===== config.mk =====
export PLATFORM = sky130hd
export DESIGN_NAME = cspi_core_regs
export DESIGN_NICKNAME = d
export VERILOG_FILES = /design/src/cspi_pkg.sv /design/src/cspi_irq_if.sv /design/src/cspi_irq_select.sv /design/src/cspi_core_regs.sv
export SDC_FILE = /design/constraint.sdc
export NUM_CORES = 1
export LEC_CHECK = 0
export ABC_AREA = 1
export BUFFER_PORTS_ARGS = -buffer_cell sky130_fd_sc_hd__clkbuf_2
export CAP_MARGIN = 10
export CELL_PAD_IN_SITES_DETAIL_PLACEMENT = 0
export CELL_PAD_IN_SITES_GLOBAL_PLACEMENT = 1
export CORE_MARGIN = 4
export CORE_UTILIZATION = 29
export CTS_BUF_LIST = sky130_fd_sc_hd__clkbuf_16
export DETAILED_ROUTE_END_ITERATION = 10
export GPL_TIMING_DRIVEN = 0
export PLACE_DENSITY_LB_ADDON = 0.2
export SETUP_SLACK_MARGIN = 0.1
export SLEW_MARGIN = 10
export SYNTH_ARGS = -nofsm -noshare
export SYNTH_HDL_FRONTEND = slang
export SYNTH_SLANG_ARGS = --single-unit

===== constraint.sdc =====
create_clock -name aclk -period 1.3 [get_ports aclk]
set_input_delay 0 -clock aclk [delete_from_list [all_inputs] [get_ports aclk]]
set_output_delay 0 -clock aclk [all_outputs]
set_load 0.02 [all_outputs]

===== src/cspi_pkg.sv =====
// constants and functions for the core status, power and irq enable block
// Contract
// - status bit 5 is a free user flag
// - status bit 1 is a second free flag
// - bank select bits 4:3 pick RAM bank
// - doubler doubles timer 1 baud in modes 1-3
// - global enable low blocks every interrupt; the block event irq output is not gated by it
// - with global enable, per-source bits gate sources
// - timer 1 request gated by its enable bit
// - accepted interrupt fetches its fixed vector
// - trigger select 0 level, 1 falling transition
`default_nettype none
package cspi_pkg;
  // register byte offsets on the axi4-lite slave
  localparam logic [7:0] CSPI_OFF_STW = 8'h00;
  localparam logic [7:0] CSPI_OFF_PWRC = 8'h04;
  localparam logic [7:0] CSPI_OFF_IEN = 8'h08;
  localparam logic [7:0] CSPI_OFF_TRIG = 8'h0c;
  localparam logic [7:0] CSPI_OFF_EVT_STAT = 8'h10;
  localparam logic [7:0] CSPI_OFF_EVT_CLR = 8'h14;
  localparam logic [7:0] CSPI_OFF_EVT_EN = 8'h18;
  localparam logic [7:0] CSPI_OFF_VEC = 8'h1c;
  // values after reset
  localparam logic [7:0] CSPI_RST_STW = 8'h00;
  localparam logic [7:0] CSPI_RST_PWRC = 8'h00;
  localparam logic [7:0] CSPI_RST_IEN = 8'h00;
  // status word fields
  localparam int CSPI_STW_CARRY = 7;
  localparam int CSPI_STW_AUXC = 6;
  localparam int CSPI_STW_UF0 = 5;
  localparam int CSPI_STW_RS_LO = 3;
  localparam int CSPI_STW_WRAP = 2;
  localparam int CSPI_STW_UF1 = 1;
  localparam int CSPI_STW_PAR = 0;
  // power control fields and writable mask
  localparam int CSPI_PWRC_DBL = 7;
  localparam int CSPI_PWRC_PDN = 1;
  localparam int CSPI_PWRC_PAUSE = 0;
  localparam logic [7:0] CSPI_PWRC_MASK = 8'h8f;
  // interrupt enable fields and writable mask
  localparam int CSPI_IEN_GLOBAL = 7;
  localparam logic [7:0] CSPI_IEN_MASK = 8'hbf;
  // source indices, in fixed priority order
  localparam int CSPI_NSRC = 6;
  localparam int CSPI_SRC_T1 = 3;
  // vector map: first vector and stride between sources
  localparam logic [15:0] CSPI_VEC_BASE = 16'h0003;
  localparam int CSPI_VEC_STRIDE = 8;
  // event status bits
  localparam int CSPI_EVT_IDLE = 0;
  localparam int CSPI_EVT_PDN = 1;
  localparam int CSPI_EVT_ACK = 2;
  localparam int CSPI_NEVT = 3;
  // axi responses
  localparam logic [1:0] CSPI_RESP_OKAY = 2'h0;
  localparam logic [1:0] CSPI_RESP_SLVERR = 2'h2;
  // vector address of a source index
  function automatic logic [15:0] cspi_vec_of(input logic [2:0] idx);
    cspi_vec_of = CSPI_VEC_BASE + 16'(idx) * 16'(CSPI_VEC_STRIDE);
  endfunction
  // odd parity over a byte
  function automatic logic cspi_parity(input logic [7:0] v);
    cspi_parity = ^v;
  endfunction
endpackage
`default_nettype wire


===== src/cspi_irq_if.sv =====
// interface between the register bank and the interrupt selector
`timescale 1ns/1ps
`default_nettype none
interface cspi_irq_if;
  logic [7:0] enable_mask; // interrupt enable register value
  logic [1:0] trigger_sel; // ext1, ext0 trigger select bits
  logic ack; // core vectors to the pending request
  logic req; // an enabled request is pending
  logic [15:0] vector; // vector of the pending request
  logic [2:0] src; // index of the pending request
  logic [1:0] ext_pending; // ext1, ext0 latched falling-edge flags
  modport ctl (output enable_mask, output trigger_sel, output ack,
    input req, input vector, input src, input ext_pending);
  modport sel (input enable_mask, input trigger_sel, input ack,
    output req, output vector, output src, output ext_pending);
endinterface
`default_nettype wire


===== src/cspi_irq_select.sv =====
// interrupt source gating, external trigger and vector selection
`timescale 1ns/1ps
`default_nettype none
module cspi_irq_select
  import cspi_pkg::*;
(
  // clock and reset
  input wire logic aclk,
  input wire logic aresetn,
  // register bank side
  cspi_irq_if.sel bus,
  // external request pins, active low
  input wire logic ext0_request_pin_n,
  input wire logic ext1_request_pin_n,
  // peripheral pending flags
  input wire logic timer0_wrap_pending,
  input wire logic timer1_wrap_pending,
  input wire logic timer2_wrap_pending,
  input wire logic timer2_ext_pending,
  input wire logic uart_rx_done,
  input wire logic uart_tx_done
);
  logic [1:0] pin_prev_reg; // last sampled pin levels
  logic [1:0] pin_prev_next;
  logic [1:0] edge_reg; // latched falling edges
  logic [1:0] edge_next;
  logic req_reg; // registered request
  logic req_next;
  logic [15:0] vec_reg; // registered vector
  logic [15:0] vec_next;
  logic [2:0] src_reg; // registered source index
  logic [2:0] src_next;
  logic [1:0] pins_n; // current pin levels
  logic [1:0] ext_pend; // external pending per trigger mode
  logic [CSPI_NSRC-1:0] raw; // pending sources in priority order
  logic [CSPI_NSRC-1:0] live; // pending and enabled

  assign pins_n = {ext1_request_pin_n, ext0_request_pin_n};

  // next state for edge capture and selection
  always_comb
  begin
    pin_prev_next = pins_n;
    edge_next = edge_reg;
    for (int k = 0; k < 2; k++)
    begin
      // clear as the core vectors to this source
      if (bus.ack && req_reg && src_reg == 3'(2 * k))
        edge_next[k] = 1'b0;
      // latch only in transition mode, so no stale edge follows a switch
      if (bus.trigger_sel[k] && pin_prev_reg[k] && !pins_n[k])
        edge_next[k] = 1'b1;
    end
    // level mode follows the low pin, transition mode the latch
    for (int k = 0; k < 2; k++)
      ext_pend[k] = bus.trigger_sel[k] ? edge_reg[k] : !pins_n[k];
    raw = {timer2_wrap_pending | timer2_ext_pending,
      uart_rx_done | uart_tx_done, timer1_wrap_pending,
      ext_pend[1], timer0_wrap_pending, ext_pend[0]};
    // per-source enables behind the global enable
    live = raw & bus.enable_mask[CSPI_NSRC-1:0];
    if (!bus.enable_mask[CSPI_IEN_GLOBAL])
      live = '0;
    req_next = |live;
    src_next = 3'h0;
    // lowest index has highest priority
    for (int k = CSPI_NSRC - 1; k >= 0; k--)
      if (live[k])
        src_next = 3'(k);
    vec_next = cspi_vec_of(src_next);
  end

  // register the selection
  always_ff @(posedge aclk)
  begin
    if (!aresetn)
    begin
      pin_prev_reg <= 2'h3;
      edge_reg <= 2'h0;
      req_reg <= 1'b0;
      vec_reg <= 16'h0000;
      src_reg <= 3'h0;
    end
    else
    begin
      pin_prev_reg <= pin_prev_next;
      edge_reg <= edge_next;
      req_reg <= req_next;
      vec_reg <= vec_next;
      src_reg <= src_next;
    end
  end

  assign bus.req = req_reg;
  assign bus.vector = vec_reg;
  assign bus.src = src_reg;
  assign bus.ext_pending = edge_reg;
endmodule
`default_nettype wire


===== src/cspi_core_regs.sv =====
// status word, power control and interrupt enable registers, axi4-lite
//
// The register offsets and the AXI4-Lite slave port were left to the implementer.
`timescale 1ns/1ps
`default_nettype none
module cspi_core_regs
  import cspi_pkg::*;
(
  // clock and reset
  input wire logic aclk,
  input wire logic aresetn,
  // axi4-lite write address
  input wire logic [7:0] s_axi_awaddr,
  input wire logic s_axi_awvalid,
  output logic s_axi_awready,
  // axi4-lite write data
  input wire logic [31:0] s_axi_wdata,
  input wire logic [3:0] s_axi_wstrb,
  input wire logic s_axi_wvalid,
  output logic s_axi_wready,
  // axi4-lite write response
  output logic [1:0] s_axi_bresp,
  output logic s_axi_bvalid,
  input wire logic s_axi_bready,
  // axi4-lite read address
  input wire logic [7:0] s_axi_araddr,
  input wire logic s_axi_arvalid,
  output logic s_axi_arready,
  // axi4-lite read data
  output logic [31:0] s_axi_rdata,
  output logic [1:0] s_axi_rresp,
  output logic s_axi_rvalid,
  input wire logic s_axi_rready,
  // core datapath side
  input wire logic [7:0] acc_value,
  input wire logic flag_update,
  input wire logic carry_flag_in,
  input wire logic aux_carry_flag_in,
  input wire logic signed_wrap_flag_in,
  output logic [7:0] bank_base,
  // serial baud control
  input wire logic timer1_baud_src,
  input wire logic [1:0] uart_mode,
  output logic baud_double,
  // power state
  output logic idle_mode,
  output logic power_down_mode,
  // interrupt sources
  input wire logic ext0_request_pin_n,
  input wire logic ext1_request_pin_n,
  input wire logic timer0_wrap_pending,
  input wire logic timer1_wrap_pending,
  input wire logic timer2_wrap_pending,
  input wire logic timer2_ext_pending,
  input wire logic uart_rx_done,
  input wire logic uart_tx_done,
  // core vectoring
  input wire logic irq_ack,
  output logic irq_request,
  output logic [15:0] irq_vector,
  output logic ext0_pending,
  output logic ext1_pending,
  // block event interrupt
  output logic irq
);
  cspi_irq_if sel_if(); // link to the selector

  // register state
  logic [7:0] stw_reg; // status word, bit 0 from parity
  logic [7:0] stw_next;
  logic [7:0] pwrc_reg; // power control
  logic [7:0] pwrc_next;
  logic [7:0] ien_reg; // interrupt enable mask
  logic [7:0] ien_next;
  logic [1:0] trig_reg; // ext1, ext0 trigger select
  logic [1:0] trig_next;
  logic [CSPI_NEVT-1:0] evt_reg; // sticky events
  logic [CSPI_NEVT-1:0] evt_next;
  logic [CSPI_NEVT-1:0] evt_en_reg; // event enables
  logic [CSPI_NEVT-1:0] evt_en_next;
  logic baud_reg; // registered doubler output
  logic baud_next;
  logic [7:0] bank_reg; // registered bank base address
  logic [7:0] bank_next;

  // bus state
  logic aw_have_reg; // write address held
  logic aw_have_next;
  logic [7:0] aw_addr_reg;
  logic [7:0] aw_addr_next;
  logic w_have_reg; // write data held
  logic w_have_next;
  logic [31:0] w_data_reg;
  logic [31:0] w_data_next;
  logic w_strb0_reg; // only byte lane 0 carries register data
  logic w_strb0_next;
  logic bvalid_reg;
  logic bvalid_next;
  logic [1:0] bresp_reg;
  logic [1:0] bresp_next;
  logic rvalid_reg;
  logic rvalid_next;
  logic [31:0] rdata_reg;
  logic [31:0] rdata_next;
  logic [1:0] rresp_reg;
  logic [1:0] rresp_next;

  // decode helpers
  logic do_write; // both halves held, response slot free
  logic wr_hit; // write address is mapped
  logic [7:0] wbyte; // low byte of write data
  logic [7:0] rbyte; // read value before widening
  logic rd_hit; // read address is mapped
  logic ack_taken; // core vectored to a live request

  cspi_irq_select u_sel (
    .aclk(aclk),
    .aresetn(aresetn),
    .bus(sel_if),
    .ext0_request_pin_n(ext0_request_pin_n),
    .ext1_request_pin_n(ext1_request_pin_n),
    .timer0_wrap_pending(timer0_wrap_pending),
    .timer1_wrap_pending(timer1_wrap_pending),
    .timer2_wrap_pending(timer2_wrap_pending),
    .timer2_ext_pending(timer2_ext_pending),
    .uart_rx_done(uart_rx_done),
    .uart_tx_done(uart_tx_done)
  );

  assign sel_if.enable_mask = ien_reg;
  assign sel_if.trigger_sel = trig_reg;
  assign sel_if.ack = irq_ack;
  assign ack_taken = irq_ack && sel_if.req;

  // write address decode
  assign do_write = aw_have_reg && w_have_reg && !bvalid_reg;
  assign wbyte = w_strb0_reg ? w_data_reg[7:0] : 8'h00;
  always_comb
  begin
    case (aw_addr_reg)
      CSPI_OFF_STW, CSPI_OFF_PWRC, CSPI_OFF_IEN, CSPI_OFF_TRIG,
      CSPI_OFF_EVT_STAT, CSPI_OFF_EVT_CLR, CSPI_OFF_EVT_EN,
      CSPI_OFF_VEC: wr_hit = 1'b1;
      default: wr_hit = 1'b0;
    endcase
  end

  // axi channel state: address and data taken in either order
  always_comb
  begin
    aw_have_next = aw_have_reg;
    aw_addr_next = aw_addr_reg;
    w_have_next = w_have_reg;
    w_data_next = w_data_reg;
    w_strb0_next = w_strb0_reg;
    bvalid_next = bvalid_reg;
    bresp_next = bresp_reg;
    if (s_axi_awvalid && s_axi_awready)
    begin
      aw_have_next = 1'b1;
      aw_addr_next = s_axi_awaddr;
    end
    if (s_axi_wvalid && s_axi_wready)
    begin
      w_have_next = 1'b1;
      w_data_next = s_axi_wdata;
      w_strb0_next = s_axi_wstrb[0];
    end
    if (do_write)
    begin
      // response after both halves, unmapped answers slverr
      aw_have_next = 1'b0;
      w_have_next = 1'b0;
      bvalid_next = 1'b1;
      bresp_next = wr_hit ? CSPI_RESP_OKAY : CSPI_RESP_SLVERR;
    end
    else if (bvalid_reg && s_axi_bready)
      bvalid_next = 1'b0;
  end

  // read channel: one read at a time, data from flip-flops
  always_comb
  begin
    rd_hit = 1'b1;
    case (s_axi_araddr)
      CSPI_OFF_STW: rbyte = stw_reg;
      CSPI_OFF_PWRC: rbyte = pwrc_reg;
      CSPI_OFF_IEN: rbyte = ien_reg;
      CSPI_OFF_TRIG: rbyte = {6'h00, trig_reg};
      CSPI_OFF_EVT_STAT: rbyte = 8'(evt_reg);
      CSPI_OFF_EVT_CLR: rbyte = 8'h00; // write-only, reads zero
      CSPI_OFF_EVT_EN: rbyte = 8'(evt_en_reg);
      CSPI_OFF_VEC: rbyte = {sel_if.req, sel_if.ext_pending,
        2'h0, sel_if.src};
      default:
      begin
        rbyte = 8'h00;
        rd_hit = 1'b0;
      end
    endcase
    rvalid_next = rvalid_reg;
    rdata_next = rdata_reg;
    rresp_next = rresp_reg;
    if (s_axi_arvalid && s_axi_arready)
    begin
      rvalid_next = 1'b1;
      rdata_next = {24'h000000, rbyte};
      rresp_next = rd_hit ? CSPI_RESP_OKAY : CSPI_RESP_SLVERR;
    end
    else if (rvalid_reg && s_axi_rready)
      rvalid_next = 1'b0;
  end

  // register bank next values
  always_comb
  begin
    stw_next = stw_reg;
    pwrc_next = pwrc_reg;
    ien_next = ien_reg;
    trig_next = trig_reg;
    evt_en_next = evt_en_reg;
    evt_next = evt_reg;
    if (do_write && wr_hit)
    begin
      case (aw_addr_reg)
        // software owns user flags, bank select and arithmetic flags
        CSPI_OFF_STW: stw_next = wbyte;
        CSPI_OFF_PWRC:
        begin
          // unimplemented bits are dropped; software keeps them zero
          pwrc_next = wbyte & CSPI_PWRC_MASK;
          if (wbyte[CSPI_PWRC_PDN])
            pwrc_next[CSPI_PWRC_PAUSE] = 1'b0;
        end
        CSPI_OFF_IEN: ien_next = wbyte & CSPI_IEN_MASK;
        CSPI_OFF_TRIG: trig_next = wbyte[1:0];
        CSPI_OFF_EVT_CLR: evt_next = evt_reg & ~wbyte[CSPI_NEVT-1:0];
        CSPI_OFF_EVT_EN: evt_en_next = wbyte[CSPI_NEVT-1:0];
        default: stw_next = stw_reg;
      endcase
    end
    // arithmetic flags from the datapath override a bus write
    if (flag_update)
    begin
      stw_next[CSPI_STW_CARRY] = carry_flag_in;
      stw_next[CSPI_STW_AUXC] = aux_carry_flag_in;
      stw_next[CSPI_STW_WRAP] = signed_wrap_flag_in;
    end
    // parity follows the accumulator every cycle
    stw_next[CSPI_STW_PAR] = cspi_parity(acc_value);
    // an interrupt request wakes the core from idle
    if (sel_if.req)
      pwrc_next[CSPI_PWRC_PAUSE] = 1'b0;
    // sticky events: a set in the clearing cycle wins
    if (!pwrc_reg[CSPI_PWRC_PAUSE] && pwrc_next[CSPI_PWRC_PAUSE])
      evt_next[CSPI_EVT_IDLE] = 1'b1;
    if (!pwrc_reg[CSPI_PWRC_PDN] && pwrc_next[CSPI_PWRC_PDN])
      evt_next[CSPI_EVT_PDN] = 1'b1;
    if (ack_taken)
      evt_next[CSPI_EVT_ACK] = 1'b1;
    // doubler only with timer 1 as baud source in modes 1, 2, 3
    baud_next = pwrc_reg[CSPI_PWRC_DBL] && timer1_baud_src
      && uart_mode != 2'h0;
    // working bank base is bank number times eight
    bank_next = {3'h0, stw_reg[CSPI_STW_RS_LO +: 2], 3'h0};
  end

  // register all state
  always_ff @(posedge aclk)
  begin
    if (!aresetn)
    begin
      stw_reg <= CSPI_RST_STW;
      pwrc_reg <= CSPI_RST_PWRC;
      ien_reg <= CSPI_RST_IEN;
      trig_reg <= 2'h0;
      evt_reg <= '0;
      evt_en_reg <= '0;
      baud_reg <= 1'b0;
      bank_reg <= 8'h00;
      aw_have_reg <= 1'b0;
      aw_addr_reg <= 8'h00;
      w_have_reg <= 1'b0;
      w_data_reg <= 32'h00000000;
      w_strb0_reg <= 1'b0;
      bvalid_reg <= 1'b0;
      bresp_reg <= CSPI_RESP_OKAY;
      rvalid_reg <= 1'b0;
      rdata_reg <= 32'h00000000;
      rresp_reg <= CSPI_RESP_OKAY;
    end
    else
    begin
      stw_reg <= stw_next;
      pwrc_reg <= pwrc_next;
      ien_reg <= ien_next;
      trig_reg <= trig_next;
      evt_reg <= evt_next;
      evt_en_reg <= evt_en_next;
      baud_reg <= baud_next;
      bank_reg <= bank_next;
      aw_have_reg <= aw_have_next;
      aw_addr_reg <= aw_addr_next;
      w_have_reg <= w_have_next;
      w_data_reg <= w_data_next;
      w_strb0_reg <= w_strb0_next;
      bvalid_reg <= bvalid_next;
      bresp_reg <= bresp_next;
      rvalid_reg <= rvalid_next;
      rdata_reg <= rdata_next;
      rresp_reg <= rresp_next;
    end
  end

  // bus handshake outputs
  assign s_axi_awready = !aw_have_reg && !bvalid_reg;
  assign s_axi_wready = !w_have_reg && !bvalid_reg;
  assign s_axi_bvalid = bvalid_reg;
  assign s_axi_bresp = bresp_reg;
  assign s_axi_arready = !rvalid_reg;
  assign s_axi_rvalid = rvalid_reg;
  assign s_axi_rdata = rdata_reg;
  assign s_axi_rresp = rresp_reg;

  // core side outputs
  assign bank_base = bank_reg;
  assign baud_double = baud_reg;
  assign idle_mode = pwrc_reg[CSPI_PWRC_PAUSE];
  assign power_down_mode = pwrc_reg[CSPI_PWRC_PDN];
  assign irq_request = sel_if.req;
  assign irq_vector = sel_if.vector;
  assign ext0_pending = sel_if.ext_pending[0];
  assign ext1_pending = sel_if.ext_pending[1];
  assign irq = |(evt_reg & evt_en_reg);
endmodule
`default_nettype wire


## After elaboration in Yosys (flattened, before gate mapping)

Memories as Yosys holds them, arrays and structs flattened. A register that Yosys moved wholly into a read port is not among the register bits.
Index checks and enable logic that the tools add are counted.

- Mux-type cells: 38
- Equal/unequal tests: 13
- $add $sub $neg: 1
- Bitwise logic cells: 7
- Reductions and logical operators: 60

Operator list:

| operator | number |
|---|---|
| 8-bit case mux with 7 select lines | 1 |
| 8-bit by 5-bit == test with 1-bit output (second input constant) | 6 |
| 8-bit by 4-bit == test with 1-bit output (second input constant) | 4 |
| 2-bit nonzero test | 13 |
| 3-bit 2-to-1 mux | 8 |
| 8-bit 2-to-1 mux | 3 |
| 1-bit logical AND | 21 |
| 1-bit 2-to-1 mux | 18 |
| 2-bit AND reduction | 9 |
| 8-bit by 3-bit == test with 1-bit output (second input constant) | 2 |
| 8-bit logical NOT | 2 |
| 2-bit 2-to-1 mux | 5 |
| 5-bit 2-to-1 mux | 2 |
| 1-bit logical NOT | 8 |
| 8-bit OR reduction | 1 |
| 8-bit XOR reduction | 1 |
| 2-bit by 6-bit adder with 7-bit output (first input constant) | 1 |
| 3-bit AND | 2 |
| 6-bit AND | 1 |
| 3-bit logical NOT | 2 |
| 6-bit 2-to-1 mux | 1 |
| 6-bit OR reduction | 1 |
| 3-bit by 2-bit == test with 1-bit output (second input constant) | 1 |
| 3-bit NOT | 1 |
| other kinds (4) | 5 |

- Memories: 1
- Register bits: 94
- Word-level logic and storage cells: 150
- ROM bits: 32

Memories:

| memory | words | bits a word | rd ports | clocked after memory_dff | wr ports | line | RTL |
|---|---|---|---|---|---|---|---|
| (name not given) | 32 | 1 | 1 | 1 | 0 | cspi_core_regs.sv:140 | `case (aw_addr_reg)` |

## Logic depth before layout (Yosys ltp)

Gate-level depths: netlist of run 1.

- Depth after elaboration: 11
- Depth in mapped cells: 10

## Modules after synthesis

A second synthesis of run 1 with hierarchy kept.

- Cells, all modules: 537
- Area, all modules: 3731.1 um^2

Modules (own cells, without submodules):

| module | times used | area each (um^2) | seq. area each (um^2) | cells an instance |
|---|---|---|---|---|
| cspi_core_regs | 1 | 3174.3 | 1261.2 | 455 |
| cspi_irq_select | 1 | 556.8 | 180.2 | 82 |

## Worst setup path after synthesis of run 1

Ideal clock, no wire load.

- Path kind: reg2reg
- From: register bvalid_reg, in the netlist s_axi_bvalid
- To: register stw_reg[2]
- Cell stages (with the launch flop): 9
- Data required time: 1.172 ns
- Path slack: -0.192 ns
- Arrival: 1.365 ns
- Cells stage by stage: dfxtp_1 > inv_1 > nand3_2 > nor3_4 > nand3_1 > nand2_1 > nor2_1 > nor2_1 > nor2_1

- Longest elaborated chain between the ends: 5

Ends and longest elaborated chain:

| element | line | RTL |
|---|---|---|
| from (decl) | cspi_core_regs.sv:97 | `logic bvalid_reg;` |
| from (signal assigned) | cspi_core_regs.sv:307 | `bvalid_reg <= bvalid_next;` |
| 1-bit logical NOT | cspi_core_regs.sv:136 | `assign do_write = aw_have_reg && w_have_reg && !bvalid_reg;` |
| 1-bit logical AND | cspi_core_regs.sv:136 |  |
| 1-bit logical AND | cspi_core_regs.sv:223 | `if (do_write && wr_hit)` |
| 2-bit nonzero test (no source line) | n/a |  |
| 2-bit AND reduction (no source line) | n/a |  |
| to (signal assigned) | cspi_core_regs.sv:294 | `stw_reg <= stw_next;` |
| to (decl) | cspi_core_regs.sv:69 | `logic [7:0] stw_reg;` |

Every way passes these cells.
A chain may end at the register's enable or synchronous reset.

## Final worst setup path of run 1

- From: register bvalid_reg, in the netlist s_axi_bvalid
- To: register ien_reg[5]

- Longest elaborated chain between the ends: 4

Ends and longest elaborated chain:

| element | line | RTL |
|---|---|---|
| 1-bit logical NOT | cspi_core_regs.sv:136 |  |
| 1-bit logical AND | cspi_core_regs.sv:136 |  |
| 1-bit logical AND | cspi_core_regs.sv:223 |  |
| 2-bit AND reduction (no source line) | n/a |  |
| to (signal assigned) | cspi_core_regs.sv:296 | `ien_reg <= ien_next;` |
| to (decl) | cspi_core_regs.sv:73 | `logic [7:0] ien_reg;` |

Every way passes these cells.

==> qor.yml, run 1 <==
status: "complete, but fails checks"
violations: "negative setup slack"
vias: 3699
cpLargestDelayFamily: "simple AND/OR/NAND/NOR gates"
ant_nets: 0
grt_max_degree: 13
crit_start: "s_axi_bvalid"
cp_cell_sequence: "inv_4, nand3_4, nor3_4, buf_12, nand3_4, buf_6, o21ai_2, a21oi_1"
drtPass1Iterations: 4
fp.dieH_um: 119
cts-root-buf: "clkbuf_16"
hold_violations: 0
timing.rr.end: "ien_reg[5]"
design_area_sq_mm: 0.00528
cp.arrival_ns: 1.67
post-route-period-util_pct: 112
drtIter0Drc: 133
synth_cells: 506
final_common_cell: "clkbuf_2"
hp-class: "in -> reg"
viasPerCell: 4.38
nFillCells: 1248
cts_tree: "built"
relSlewSlack_pct: 50.5
crit_path_end_kind: "flip-flop"
multi_input_area_sq_mm: 0.00183
grt_usage_pct: 15.7
finalWirelength_um: 10800
clock_latency_ns: 0.33
rsz0062_at_grt: "true"
grt_pass1_wl_um: 17700
syn_area_sq_mm: 0.00356
syn2layout_area_growth_pct: 48.1
drc_errors: 0
max-clock-path-buffers: 2
cp.required_ns: 1.52
min_from: "carry_flag_in"
grt_overflow: 0
die_w_um: 119
cts.sink_count: 72
grt_pass1_vias: 3645
fin_skew_ns: 0.00805
synth_cell_type_count: 32
cellLeakagePower_uw: 0.00258
setup_violations: 27
antenna_cells: 0
cp_slowest_cell: "dfxtp_4"
die-area_sq_mm: 0.0141
ys_seq_area_share_pct: 40.5
rows: 40
setup-tns-final_ns: -2.18
avgSynthCellArea_sq_um: 7.04
cts_buffers: 9
antenna_found_initial: 0
reg2reg_slack_ns: -0.15
yosysWarnings: 0
fp.coreArea_sq_mm: 0.0120
period_needed_ns: 1.45
htreeDepth: 3
cp_slowest_stage_delay_ns: 0.36
powerDensity_mw_per_mm2: 1120
maxCapViolations: 0
port_buffers: 84
wl_per_cell_um: 12.8
critPathKind: "reg -> reg"
rr_startpoint: "s_axi_bvalid"
ios: 155
clk_pin_slew_ns: 0.06
drive_gt1_share_pct: 31.9
worst-path-buf-inv: 3
layout_setup_ws_ns: -0.154
final_nets: 776
most-common-layout-cells: "clkbuf_2, nand2_1, nor2_1, dfxtp_1, buf_4"
place.gp.congestion: 0.782
seq_area_sq_mm: 0.00145
drv_slew: 0
rr_worst_depth: 8
cpMostUsedCell: "nand3_4"
hold_depth: 5
placed_area_sq_mm: 0.00436
floorplan.initialDensity_pct: 29.7
timing.fmax_ghz: 0.688
ys_ff_latch: 72
worstMarginPinSlew_ns: 0.742
min_to: "stw_reg[7]"
peakVddDrop_v: 0.000470
dpl.hpwl_um: 8160
startpoint_type: "flip-flop"
cp_max_fo: 7
[synthesized netlist by cell type]
cell	instances	area [sq um]
nor2_4	1	11.3
clkbuf_1	10	37.5
o31ai_1	1	7.51
nand2_1	91	342
a21oi_1	41	205
buf_4	44	330
conb_1	1	3.75
clkinv_1	1	3.75
o22ai_1	1	6.26
inv_1	59	221
buf_6	1	11.3
a311oi_1	1	8.76
nor3_2	1	10.0
a211oi_2	1	12.5
o2111ai_1	1	8.76
buf_2	1	5.00
xnor2_1	6	52.6
o2111a_1	1	11.3
nand3_4	1	17.5
dfxtp_1	72	1440
nor3_4	2	32.5
a211oi_1	1	7.51
o21ai_0	47	235
o41ai_1	1	8.76
nand4_1	4	25.0
nor3_1	3	15.0
nand3_2	1	10.0
o211ai_1	4	30.0
o21a_1	1	7.51
nor4_1	1	6.26
nand3_1	34	170
nor2_1	71	267
[how the worst max path moves through the flow]
stage | end | slack [ns] | cells after the start
6_report | ien_reg[5] | -0.15 | 8
5_1_grt | ien_reg[5] | -0.25 | 8
4_1_cts | ien_reg[5] | -0.11 | 8
3_5_place_dp | evt_reg[1] | -0.37 | 6
3_3_place_gp | evt_reg[1] | -0.36 | 6
2_1_floorplan | aw_addr_reg[3] | -0.11 | 5
[tightest hold or removal path, stage by stage]
cell and delay, ns:
clkbuf_2 0.09, nand2_1 0.05, nand2_1 0.06, nor2_1 0.04, nor2_1 0.07
[cell families after synthesis]
kind of cell,after synthesis,share of synthesized area (%)
buf+inv,116,17.1
flops,72,40.5
simple gates,210,25.4
other cells,1,0.105
compound gates,101,15.4
xor+xnor,6,1.48
[what timing repair did]
action / in CTS / in global routing
hold buffers: 26 / 1
pin swaps: 4 / 3
buffers inserted: 15 / 6
resized for setup: 31 / 34
cloned: 2 / 0
endpoints found under the setup margin: 43 / 57
endpoints found under the hold margin: 27 / 1
[final cells by class]
type                    instances  share of cell area (%)
well taps                     147                    3.49
multi-input cells             361                    34.7
flip-flops and latches         72                    27.6
clock buffers                   9                    4.27
clock inverters                 7                    1.54
plain buffers                  56                    7.56
repair buffers                133                    16.6
inverters                      60                    4.34
[metrics by stage]
step | hold WS, ns | cells | utilization (%) | total power, uW | worst slack, ns
4_1_cts | -0.183 | 838 | 42.9 | 5940 | -0.105
3_5_place_dp | 0.163 | 779 | 36.3 | 3200 | -0.368
6_report | 0.00718 | 845 | 43.9 | 5930 | -0.154
2_1_floorplan | 0.0277 | 548 | - | 2970 | -0.112
3_3_place_gp | 0.162 | 779 | 36.3 | 3180 | -0.360
5_1_grt | 0.0455 | 845 | 43.9 | 6210 | -0.251
[power by group]
part	leakage, uW	internal (uW)	switching (uW)
registers	0.000591	2300	62.3
logic	0.00183	430	578
clock network	0.000163	1650	909
total	0.00258	4380	1550
[per-layer routing]
metal / vias to the layer above / wire length [um] / global-route usage, %
met5: - / 0 / 0
met4: 0 / 255 / 6.81
met3: 18 / 469 / 3.23
met2: 93 / 5230 / 26.3
met1: 1662 / 4860 / 19.7
li1: 1926 / - / -
Note: power is estimated with default switching activity, not from simulation.
==> run 2: changes to the inputs <==
--- a/config.mk
+++ b/config.mk
@@ -11,7 +11,7 @@
 export CELL_PAD_IN_SITES_DETAIL_PLACEMENT = 0
 export CELL_PAD_IN_SITES_GLOBAL_PLACEMENT = 1
 export CORE_MARGIN = 4
-export CORE_UTILIZATION = 29
+export CORE_UTILIZATION = 35
 export CTS_BUF_LIST = sky130_fd_sc_hd__clkbuf_16
 export DETAILED_ROUTE_END_ITERATION = 10
 export GPL_TIMING_DRIVEN = 0
==> constraint.sdc (replaced) <==
create_clock -name aclk -period 1.83 [get_ports aclk]
set_input_delay 0 -clock aclk [delete_from_list [all_inputs] [get_ports aclk]]
set_output_delay 0 -clock aclk [all_outputs]
set_load 0.02 [all_outputs]
==> qor.yml, run 2 (synthesized netlist as in run 1, its figures left out) <==
rsz0062_at_grt: "false"
vias: 3604  # -2.6%
grt_usage_pct: 17.3  # +1.6 points
drive_gt1_share_pct: 22.7  # -9.2 points
die_w_um: 109  # -8.4%
grt_overflow: 0  # unchanged
cellLeakagePower_uw: 0.00240  # -6.9%
drtIter0Drc: 141  # +6.0%
most-common-layout-cells: "nand2_1, clkbuf_2, dfxtp_1"
critPathKind: "reg -> reg"
multi_input_area_sq_mm: 0.00167  # -8.7%
dpl_worst_slack_ns: 0.0967  # +0.465 ns
seq_area_sq_mm: 0.00144  # -0.86%
drc_errors: 0  # unchanged
relSlewSlack_pct: 57.1  # +6.6 points
floorplan.initialDensity_pct: 36.1  # +6.5 points
syn2layout_area_growth_pct: 37.1
startpoint_type: "flip-flop"
place.gp.congestion: 0.867  # +11%
hold_violations: 0  # unchanged
hp-class: "in -> reg"
drv_slew: 0  # unchanged
maxCapViolations: 0  # unchanged
clock_latency_ns: 0.33  # about the same
layout_setup_ws_ns: 0.259  # +0.414 ns
grt_max_degree: 13  # unchanged
max-clock-path-buffers: 2  # unchanged
rows: 36  # -10%
cts.sink_count: 72  # unchanged
nFillCells: 1005  # -19%
post-route-period-util_pct: 85.8  # -26 points
antenna_found_initial: 0  # unchanged
timing.fmax_ghz: 0.637  # -7.4%
fp.coreArea_sq_mm: 0.00986  # -18%
viasPerCell: 4.47  # +2.0%
port_buffers: 84  # unchanged
status: "complete, no violations"
worstMarginPinSlew_ns: 0.644  # -0.0983 ns
antenna_cells: 0  # unchanged
period_needed_ns: 1.57  # +0.116 ns
ant_nets: 0  # unchanged
cp.required_ns: 2.05  # +0.53 ns
finalWirelength_um: 9820  # -9.2%
powerDensity_mw_per_mm2: 838  # -25%
grt_pass1_vias: 3436  # -5.7%
ios: 155  # unchanged
fp.dieH_um: 109  # -8.4%
cts_tree: "built"
wl_per_cell_um: 12.2  # -4.9%
final_common_cell: "nand2_1"
power_uw: 4090  # -31%
cp_max_fo: 10  # +3
drtPass1Iterations: 5  # +1
htreeDepth: 3  # unchanged
dpl.hpwl_um: 7790  # -4.6%
grt_pass1_wl_um: 16100  # -8.7%
setup-tns-final_ns: 0  # +2.18 ns
cp.arrival_ns: 1.79  # +0.12 ns
cts_buffers: 9  # unchanged
cts-root-buf: "clkbuf_16"
fin_skew_ns: 0.00993  # +0.00188 ns
final_util_pct: 49.5  # +5.6 points
clk_pin_slew_ns: 0.06  # about the same
peakVddDrop_v: 0.000432  # -8.0%
final_nets: 752  # -3.1%
setup_violations: 0  # -100%
die-area_sq_mm: 0.0119  # -16%
crit_path_end_kind: "flip-flop"
[run 2: cell types whose count changed in the layout (fill, tap and decap cells not counted), sizes merged]
cell,change
buf,-22
clkbuf,+1
clkinv,+1
clkinvlp,+2
dlygate4sd3,-2
inv,-3
nor2,-1
[run 2: final cells by class]
class | count | share of cell area, %
Clock buffer | 9 | 4.61
Tap cell | 133 | 3.41
Multi-Input combinational cell | 360 | 34.2
Buffer | 55 | 7.79
Sequential cell | 72 | 29.5
Inverter | 60 | 4.61
Timing Repair Buffer | 111 | 14.0
Clock inverter | 7 | 1.77
[run 2: where the power goes]
group	internal, uW	switching (uW)
Clock	1180	649
Sequential	1630	35.4
Combinational	236	358
[run 2: per-stage QoR]
step           hold slack, ns  cells  instance area, sq um
6_report              0.00506    807                  4880
5_1_grt                0.0189    807                  4880
4_1_cts               0.00359    808                  4880
3_5_place_dp            0.173    765                  4310
3_3_place_gp            0.164    765                  4310
2_1_floorplan          0.0277    548                  3720
[run 2: critical path, stage by stage, from the launching register on]
cell	delay (ns)
dfxtp_1	0.30
inv_1	0.08
nand3_1	0.18
nor3_4	0.22
buf_4	0.18
nand3_4	0.09
buf_6	0.17
o21ai_0	0.18
a21oi_1	0.06
[run 2: repair_timing]
item | CTS | global route
hold endpoints to repair | 26 | 0
gates resized for setup | 0 | 2
setup buffers | 2 | 0
setup endpoints to repair | 2 | 6
hold buffers | 25 | 0
pin swaps | 1 | 1
[run 2: path summary, 6_finish.rpt]
kind / start / to / slack (ns) / depth (start not counted)
max: aw_addr_reg[6] / ien_reg[7] / 0.26 / 8
min: irq_ack / evt_reg[2] / 0.005 / 3
max reg2reg: aw_addr_reg[6] / ien_reg[7] / 0.26 / 8
min reg2reg: stw_reg[4] / bank_base[4] / 0.45 / 2
[run 2: routing by layer]
layer	vias up	GRT usage (%)	wire, um
met5	-	0	0
met4	0	6.49	210
met3	19	4.09	668
met2	114	28.3	4540
met1	1591	22.2	4410
li1	1880	-	-
